### config.mk
export PLATFORM = sky130hd
export DESIGN_NAME = lpm_ctrl
export DESIGN_NICKNAME = d
export VERILOG_FILES = /design/src/design/lpm_pkg.sv /design/src/design/lpm_sync3.sv /design/src/design/lpm_ctrl.sv
export SDC_FILE = /design/constraint.sdc
export NUM_CORES = 1
export LEC_CHECK = 0
export BUFFER_PORTS_ARGS = -buffer_cell sky130_fd_sc_hd__buf_4
export CORE_MARGIN = 2
export CORE_UTILIZATION = 51
export DETAILED_ROUTE_END_ITERATION = 10
export GPL_ROUTABILITY_DRIVEN = 0
export HOLD_SLACK_MARGIN = 0.06
export PLACE_DENSITY_LB_ADDON = 0.15
export SKIP_CTS_REPAIR_TIMING = 1
export SLEW_MARGIN = 40
export SYNTH_ARGS = -nofsm -noshare
export SYNTH_HDL_FRONTEND = slang
export SYNTH_SLANG_ARGS = --single-unit
### constraint.sdc
create_clock -name mclk_i -period 1.8 [get_ports mclk_i]
set_clock_uncertainty 0.05 [all_clocks]
set_input_delay 0.36 -clock mclk_i [delete_from_list [all_inputs] [get_ports mclk_i]]
set_output_delay 0.36 -clock mclk_i [all_outputs]
set_load 0.1 [all_outputs]
### src/design/lpm_pkg.sv
// package for the low-power mode controller: states, timing constants, source widths
// assumes a single 100 MHz clock domain
package lpm_pkg;

   localparam int CLK_MHZ          = 100;
   // stop wake time in ns, standby wake time in ns, clock step gap in ns
   localparam int STOP_WAKE_NS     = 3500;
   localparam int STBY_WAKE_NS     = 60000;
   localparam int STEP_GAP_NS      = 5000;
   localparam int CLK_PERIOD_NS    = 1000 / CLK_MHZ;
   // longest times round down, least times round up
   localparam int STOP_WAKE_CYC    = STOP_WAKE_NS / CLK_PERIOD_NS;
   localparam int STBY_WAKE_CYC    = STBY_WAKE_NS / CLK_PERIOD_NS;
   localparam int STEP_GAP_CYC     = (STEP_GAP_NS + CLK_PERIOD_NS - 1) / CLK_PERIOD_NS;
   localparam int STEP_RATIO       = 4;

   localparam int GPIO_W           = 16;
   localparam int WAKE_PIN_W       = 3;
   localparam int FREQ_W           = 16;
   localparam int CNT_W            = 16;
   localparam int MODE_W           = 2;

   localparam logic [1:0] MODE_RUN      = 2'h0;
   localparam logic [1:0] MODE_STOP     = 2'h1;
   localparam logic [1:0] MODE_STBY_RTC = 2'h2;
   localparam logic [1:0] MODE_STBY     = 2'h3;

   typedef enum logic [4:0] {
      LPM_RUN      = 5'b0_0001,
      LPM_STOP     = 5'b0_0010,
      LPM_STOP_WK  = 5'b0_0100,
      LPM_STBY     = 5'b0_1000,
      LPM_STBY_WK  = 5'b1_0000
   } lpm_state_e;

endpackage : lpm_pkg

### src/design/lpm_sync3.sv
// three-flop input synchroniser with agreement filter, vector wide
// assumes inputs come from outside the mclk_i domain
`timescale 1ns/10ps
module lpm_sync3 #(
   parameter int W = 1
) (
   // clock and reset
   input  wire logic         mclk_i,
   input  wire logic         rst_n_i,
   // async in, filtered out
   input  wire logic [W-1:0] async_i,
   output logic      [W-1:0] sync_o
);
   logic [W-1:0] s1;
   logic [W-1:0] s2;
   logic [W-1:0] s3;

   always_ff @(posedge mclk_i) begin
      if (!rst_n_i) begin
         s1 <= '0;
         s2 <= '0;
         s3 <= '0;
      end else begin
         s1 <= async_i;
         s2 <= s1;
         s3 <= s2;
      end
   end

   // change counts only once the second and third flops agree
   genvar g;
   generate
      for (g = 0; g < W; g++) begin : g_flt
         always_ff @(posedge mclk_i) begin
            if (!rst_n_i) begin
               sync_o[g] <= 1'b0;
            end else if (s2[g] == s3[g]) begin
               sync_o[g] <= s3[g];
            end
         end
      end
   endgenerate
endmodule // lpm_sync3

### src/design/lpm_ctrl.sv
// low-power mode controller: stop / standby entry, gating, wakeup and clock-step guard
// assumes requests from core logic on mclk_i; wake sources from pins are asynchronous
`timescale 1ns/10ps
////////////////////////////////////////////////////////////////////////////////
// Contract
// - stop mode gates core clock, pll, multispeed and crystal fast oscillators
// - stop keeps ram and registers; core state is retained
// - in stop, a wake-capable peripheral may switch on the internal fast oscillator
// - stop puts core regulator in low-power state, not off
// - any external event line wakes stop; run resumes within 3.5 us
// - gpio, supply monitor, comparators (reference on) drive stop event lines
// - usb, usart, i2c, low-power serial and timer wakeups end stop
// - standby with rtc: regulator, core domain, pll, fast oscillators off; slow kept
// - standby loses core state; only standby-domain state is kept
// - standby with rtc ends within 60 us on reset, watchdog, pins or rtc events
// - standby without rtc: all oscillators off; only reset pin or wake pins end it
// - rtc, watchdog and their clocks are not stopped by stop or by standby with rtc
module lpm_ctrl (
   // clock and reset
   input  wire logic                     mclk_i,
   input  wire logic                     rst_n_i,
   // mode request from core
   input  wire logic                     enter_req_i,
   input  wire logic [lpm_pkg::MODE_W-1:0] enter_mode_i,
   // asynchronous wake sources
   input  wire logic [lpm_pkg::GPIO_W-1:0] ext_event_line_i,
   input  wire logic                     supply_monitor_out_i,
   input  wire logic [1:0]               comp_event_i,
   input  wire logic                     vref_on_i,
   input  wire logic [4:0]               periph_wake_i,
   input  wire logic                     periph_osc_req_i,
   input  wire logic [lpm_pkg::WAKE_PIN_W-1:0] wake_pin_i,
   input  wire logic                     ext_reset_pin_n_i,
   input  wire logic                     wdog_reset_i,
   input  wire logic [4:0]               rtc_event_i,
   // slow clock and watchdog enables, software owned
   input  wire logic                     slow_osc_en_i,
   input  wire logic                     wdog_en_i,
   // clock step request
   input  wire logic                     freq_step_i,
   input  wire logic [lpm_pkg::FREQ_W-1:0] freq_from_i,
   input  wire logic [lpm_pkg::FREQ_W-1:0] freq_to_i,
   // gating outputs
   output logic                          core_clk_en_o,
   output logic                          pll_en_o,
   output logic                          multispeed_osc_en_o,
   output logic                          internal_fast_osc_en_o,
   output logic                          crystal_fast_osc_en_o,
   output logic                          slow_osc_en_o,
   output logic                          regulator_on_o,
   output logic                          regulator_lp_o,
   output logic                          core_supply_domain_on_o,
   output logic                          core_reset_n_o,
   output logic                          retain_o,
   // status
   output logic [lpm_pkg::MODE_W-1:0]    mode_o,
   output logic                          wake_pulse_o,
   output logic                          step_err_o
);
   import lpm_pkg::*;

   ////////////////////////////////////////////////////////////////////////////
   // synchronisers: one bus, one filter, for every off-domain input
   localparam int SW = GPIO_W + 1 + 2 + 5 + WAKE_PIN_W + 1 + 1 + 5 + 1;
   logic [SW-1:0] raw_in;
   logic [SW-1:0] syn;
   assign raw_in = {ext_event_line_i, supply_monitor_out_i, comp_event_i, periph_wake_i,
                    wake_pin_i, ~ext_reset_pin_n_i, wdog_reset_i, rtc_event_i,
                    periph_osc_req_i};

   lpm_sync3 #(.W(SW)) u_sync (
      .mclk_i  (mclk_i),
      .rst_n_i (rst_n_i),
      .async_i (raw_in),
      .sync_o  (syn)
   );

   logic [GPIO_W-1:0]     s_ext;
   logic                  s_pvd;
   logic [1:0]            s_comp;
   logic [4:0]            s_per;
   logic [WAKE_PIN_W-1:0] s_pin;
   logic                  s_rst;
   logic                  s_wdg;
   logic [4:0]            s_rtc;
   logic                  s_oscreq;
   assign {s_ext, s_pvd, s_comp, s_per, s_pin, s_rst, s_wdg, s_rtc, s_oscreq} = syn;

   // rising edge on wake pins, from filtered values only
   logic [WAKE_PIN_W-1:0] pin_q;
   always_ff @(posedge mclk_i) begin
      if (!rst_n_i) begin
         pin_q <= '0;
      end else begin
         pin_q <= s_pin;
      end
   end
   logic pin_rise;
   assign pin_rise = |(s_pin & ~pin_q);

   ////////////////////////////////////////////////////////////////////////////
   // wake decode
   logic stop_wake;
   logic stby_rtc_wake;
   logic stby_wake;
   assign stop_wake = (|s_ext) | s_pvd | ((|s_comp) & vref_on_i)
                    | (|s_per);
   assign stby_wake     = s_rst | pin_rise;
   assign stby_rtc_wake = stby_wake | s_wdg | (|s_rtc);

   ////////////////////////////////////////////////////////////////////////////
   // mode state machine
   lpm_state_e state;
   lpm_state_e next_state;
   logic [CNT_W-1:0] wcnt;
   logic             rtc_kept;

   always_comb begin
      next_state = state;
      unique case (state)
         LPM_RUN: begin
            if (enter_req_i && enter_mode_i == MODE_STOP) begin
               next_state = LPM_STOP;
            end else if (enter_req_i && enter_mode_i[1]) begin
               next_state = LPM_STBY;
            end
         end
         LPM_STOP: begin
            if (stop_wake) begin
               next_state = LPM_STOP_WK;
            end
         end
         LPM_STOP_WK: begin
            if (wcnt == CNT_W'(STOP_WAKE_CYC - 1)) begin
               next_state = LPM_RUN;
            end
         end
         LPM_STBY: begin
            if (rtc_kept ? stby_rtc_wake : stby_wake) begin
               next_state = LPM_STBY_WK;
            end
         end
         LPM_STBY_WK: begin
            if (wcnt == CNT_W'(STBY_WAKE_CYC - 1)) begin
               next_state = LPM_RUN;
            end
         end
         default: next_state = LPM_RUN;
      endcase
   end

   always_ff @(posedge mclk_i) begin
      if (!rst_n_i) begin
         state    <= LPM_RUN;
         wcnt     <= '0;
         rtc_kept <= 1'b0;
      end else begin
         state <= next_state;
         // wake latency count, cleared outside the wake states
         if (state == LPM_STOP_WK || state == LPM_STBY_WK) begin
            wcnt <= wcnt + CNT_W'(1);
         end else begin
            wcnt <= '0;
         end
         // standby flavour caught at entry
         if (state == LPM_RUN && enter_req_i && enter_mode_i[1]) begin
            rtc_kept <= (enter_mode_i == MODE_STBY_RTC);
         end
      end
   end

   ////////////////////////////////////////////////////////////////////////////
   // gating outputs
   logic in_stop;
   logic in_stby;
   assign in_stop = (next_state == LPM_STOP);
   assign in_stby = (next_state == LPM_STBY);
   function automatic logic rtc_kept_next();
      rtc_kept_next = (state == LPM_RUN) ? (enter_mode_i == MODE_STBY_RTC) : rtc_kept;
   endfunction

   always_ff @(posedge mclk_i) begin
      if (!rst_n_i) begin
         core_clk_en_o           <= 1'b1;
         pll_en_o                <= 1'b1;
         multispeed_osc_en_o     <= 1'b1;
         crystal_fast_osc_en_o   <= 1'b1;
         internal_fast_osc_en_o  <= 1'b1;
         slow_osc_en_o           <= 1'b0;
         regulator_on_o          <= 1'b1;
         regulator_lp_o          <= 1'b0;
         core_supply_domain_on_o <= 1'b1;
         retain_o                <= 1'b0;
         mode_o                  <= MODE_RUN;
         core_reset_n_o          <= 1'b0;
         wake_pulse_o            <= 1'b0;
      end else begin
         core_clk_en_o           <= !(in_stop || in_stby);
         pll_en_o                <= !(in_stop || in_stby);
         multispeed_osc_en_o     <= !(in_stop || in_stby);
         crystal_fast_osc_en_o   <= !(in_stop || in_stby);
         internal_fast_osc_en_o  <= in_stby ? 1'b0 :
                                    in_stop ? s_oscreq : 1'b1;
         // slow clocks stay with rtc/watchdog unless standby without rtc
         slow_osc_en_o           <= (slow_osc_en_i || wdog_en_i) &&
                                    !(in_stby && !rtc_kept_next());
         regulator_on_o          <= !in_stby;
         regulator_lp_o          <= in_stop;
         core_supply_domain_on_o <= !in_stby;
         retain_o                <= in_stop;
         mode_o                  <= in_stop ? MODE_STOP :
                                    in_stby ? (rtc_kept_next() ? MODE_STBY_RTC : MODE_STBY)
                                            : MODE_RUN;
         // core reset held from standby entry until wake completes
         core_reset_n_o          <= !(next_state == LPM_STBY ||
                                      next_state == LPM_STBY_WK);
         wake_pulse_o            <= (state == LPM_STOP_WK || state == LPM_STBY_WK) &&
                                    next_state == LPM_RUN;
      end
   end

   ////////////////////////////////////////////////////////////////////////////
   // clock step guard: flags steps that break ratio or spacing
   logic [CNT_W-1:0] gap_cnt;
   logic             step_ok;
   assign step_ok = ({2'b00, freq_from_i} < (FREQ_W + 2)'(STEP_RATIO) * {2'b00, freq_to_i})
                    && gap_cnt == '0;

   always_ff @(posedge mclk_i) begin
      if (!rst_n_i) begin
         gap_cnt <= '0;
      end else if (freq_step_i) begin
         gap_cnt <= CNT_W'(STEP_GAP_CYC - 1);
      end else if (gap_cnt != '0) begin
         gap_cnt <= gap_cnt - CNT_W'(1);
      end
   end

   always_ff @(posedge mclk_i) begin
      if (!rst_n_i) begin
         step_err_o <= 1'b0;
      end else if (freq_step_i) begin
         step_err_o <= !step_ok;
      end
   end
endmodule // lpm_ctrl

==> results.json <==
{
  "antenna_cells": 0,
  "clock_sinks": 191,
  "leakage_nw": 3.51,
  "power_frac_comb_pct": 10.1,
  "grt.overflow.total": 0,
  "hold_path.class": "in2reg",
  "yosysSeqAreaShare_pct": 56.2,
  "die_area_sq_um": 14300,
  "grt_max_degree": 47,
  "switchingPower_mw": 2.23,
  "fin_total_pwr_mw": 9.40,
  "synth.avg_cell_area_sq_um": 9.96,
  "fin_nets": 888,
  "status": "complete, but fails checks",
  "vias": 4844,
  "swShare_pct": 23.7,
  "grt_antenna_before_repair": 0,
  "syn-num-nets": 775,
  "p_per_area_nw_per_um2": 1100,
  "die_height_microns": 120,
  "drive_above_1_share_pct": 22.0,
  "design.core.area_sq_um": 13100,
  "cap_violations": 0,
  "htree_levels": 4,
  "p_seq_share_pct": 47.4,
  "synthArstFlopShare_pct": 0,
  "setup_viol": 18,
  "ys.flop_type": "dfxtp_1",
  "via_per_inst": 4.92,
  "preCtsSetupSlack_ps": -150,
  "period_share_pct": 108,
  "final_util_pct": 65.1,
  "drc": 0,
  "path_clk_slew_ps": 70,
  "insertion_delay_ps": 430,
  "finalWirelength_microns": 11800,
  "maxSlewHeadroom_pct": 67.5,
  "floorplan.io_pins": 91,
  "cp-end-kind": "flop",
  "dp.cells": 948,
  "first_pass_iters": 4,
  "cp-start-kind": "flop",
  "cp.arrival_ps": 2220,
  "ys_ff_latch": 191,
  "clockRootBuffer": "clkbuf_16",
  "synth_warnings": 0,
  "finalWorstSetupSlack_ps": -145,
  "design_area_sq_um": 8550,
  "hold_viol": 0,
  "finalNonFillerCells": 985,
  "drv_slew": 0,
  "timing.hold.ws_ps": 81.1,
  "violations": "negative setup slack",
  "p_int_mw": 7.17,
  "cp.required_ps": 2070,
  "first_iter_violations": 268,
  "rsz0062_at_grt": "true",
  "cts_buffer_depth": 2,
  "place_area_sq_um": 7780,
  "detail-route-antenna-nets": 0,
  "gr-usage-all-layers_pct": 17.4,
  "syn_inst": 683,
  "period_needed_ps": 1950,
  "synth_cell_type_count": 58,
  "synth-edff-count": 0,
  "timing.setup.tns_ps": -1440,
  "grt_first_pass_wirelength_microns": 19900,
  "critPathKind": "reg2reg",
  "vdd_drop_max_mv": 0.666,
  "wl_per_cell_microns": 12.0,
  "first_global_vias": 4646,
  "num_rows": 42,
  "start_util_pct": 51.8,
  "max_freq_mhz": 514,
  "die_x_microns": 120,
  "cts_buffers": 17,
  "tightest_slew_ps": 485,
  "crit_path_max_fanout": 8,
  "n_fill_cell": 1028,
  "synth_area_sq_um": 6800,
  "portBuffers": 88,
  "hpwl_microns": 8190,
  "cts_tree": "built",
  "pwr-share-clk_pct": 42.5,
  "syn_to_final_growth_pct": 25.7
}
==> final timing paths <==
kind / from / end / slack [ps] / cells after the start
worst max register to register: gap_cnt[8] / gap_cnt[4] / -150 / 7
worst min-delay path: ext_event_line_i[6] / u_sync.s1[25] / 80 / 2
worst min register to register: u_sync.s1[19] / u_sync.s2[19] / 380 / 1
worst max-delay path: gap_cnt[8] / gap_cnt[4] / -150 / 7
==> layout make-up <==
type / instances / area [sq um] / area share (%)
sequential: 191 / 3830 / 44.7
multi-input combinational: 442 / 2860 / 33.4
timing repair buffer: 122 / 922 / 10.8
clock buffer: 20 / 447 / 5.22
tap: 176 / 220 / 2.57
clock inverter: 12 / 196 / 2.30
inverter: 22 / 82.6 / 0.965
==> cells by family after synthesis <==
logic type,share of synthesized area [%]
simple gates,22.6
flops,56.2
compound gates,11.6
buf+inv,3.05
xor+xnor,3.48
fa+ha+maj,2.94
mux,0.147
==> cell usage after synthesis, types with 3 or more instances <==
master | count | area [sq um]
and2_1 | 111 | 694
and3_1 | 5 | 31.3
nand3b_1 | 3 | 22.5
a31oi_1 | 5 | 31.3
clkbuf_1 | 21 | 78.8
nor2_1 | 47 | 176
xnor2_1 | 13 | 114
a21oi_1 | 12 | 60.1
nor3_1 | 4 | 20.0
o21a_1 | 6 | 45.0
a21boi_0 | 35 | 263
nand3_1 | 16 | 80.1
nor2b_1 | 3 | 18.8
ha_1 | 16 | 200
o21ai_0 | 44 | 220
a21boi_1 | 3 | 22.5
inv_1 | 21 | 78.8
nand4_1 | 7 | 43.8
nor4_1 | 9 | 56.3
dfxtp_1 | 191 | 3820
xor2_1 | 14 | 123
nand2_1 | 52 | 195
buf_4 | 5 | 37.5
==> placed cells by master (no fill, tap or decap), types with 3 or more instances in the layout <==
master	n
dfxtp_1	188
buf_4	120
and2_1	110
nand2_1	50
nor2_1	45
o21ai_0	44
a21boi_0	35
inv_1	21
clkbuf_16	17
nand3_1	16
ha_1	16
xor2_1	14
xnor2_1	13
a21oi_1	12
nor4_1	8
nand4_1	7
o21a_1	6
and3_1	5
a31oi_1	5
nor3_1	4
bufinv_16	4
nor2b_1	3
nand3b_1	3
inv_8	3
dfxtp_2	3
==> power groups by stage <==
stage | combinational [mW] | clock, mW | sequential, mW
floorplan | 0.492 | 0 | 4.69
global placement | 0.891 | 0 | 4.54
detailed placement | 0.915 | 0 | 4.55
CTS | 0.921 | 4.09 | 4.45
global route | 1.02 | 4.28 | 4.47
finish | 0.947 | 4.00 | 4.45
==> layer usage <==
layer / GRT usage (%) / up-vias / share of wire [%]
met3: 5.32 / 16 / 5.0
met2: 29.9 / 113 / 49
met5: 0 / - / 0
met4: 7.21 / 0 / 1.8
li1: - / 2512 / -
met1: 20.1 / 2203 / 45
==> flip-flops by register name, summed over array words and instances (netlist names) <==
name	count
wake_pulse_o	1
state	5
core_reset_n_o	1
core_supply_domain_on_o	1
u_sync.s2	35
internal_fast_osc_en_o	1
step_err_o	1
gap_cnt	16
u_sync.s3	35
pin_q	3
u_sync.s1	35
rtc_kept	1
wcnt	16
crystal_fast_osc_en_o	1
retain_o	1
u_sync.sync_o	35
mode_o	2
slow_osc_en_o	1
==> critical path: stages (launching register included) <==
cell      delay [ps]
dfxtp_2          320
or4_4            550
nor3_4           250
buf_6            150
nand3b_4         120
a31oi_1          170
a31oi_1           60
o21a_1           170
No activity file was read; power rests on OpenSTA's default activity.
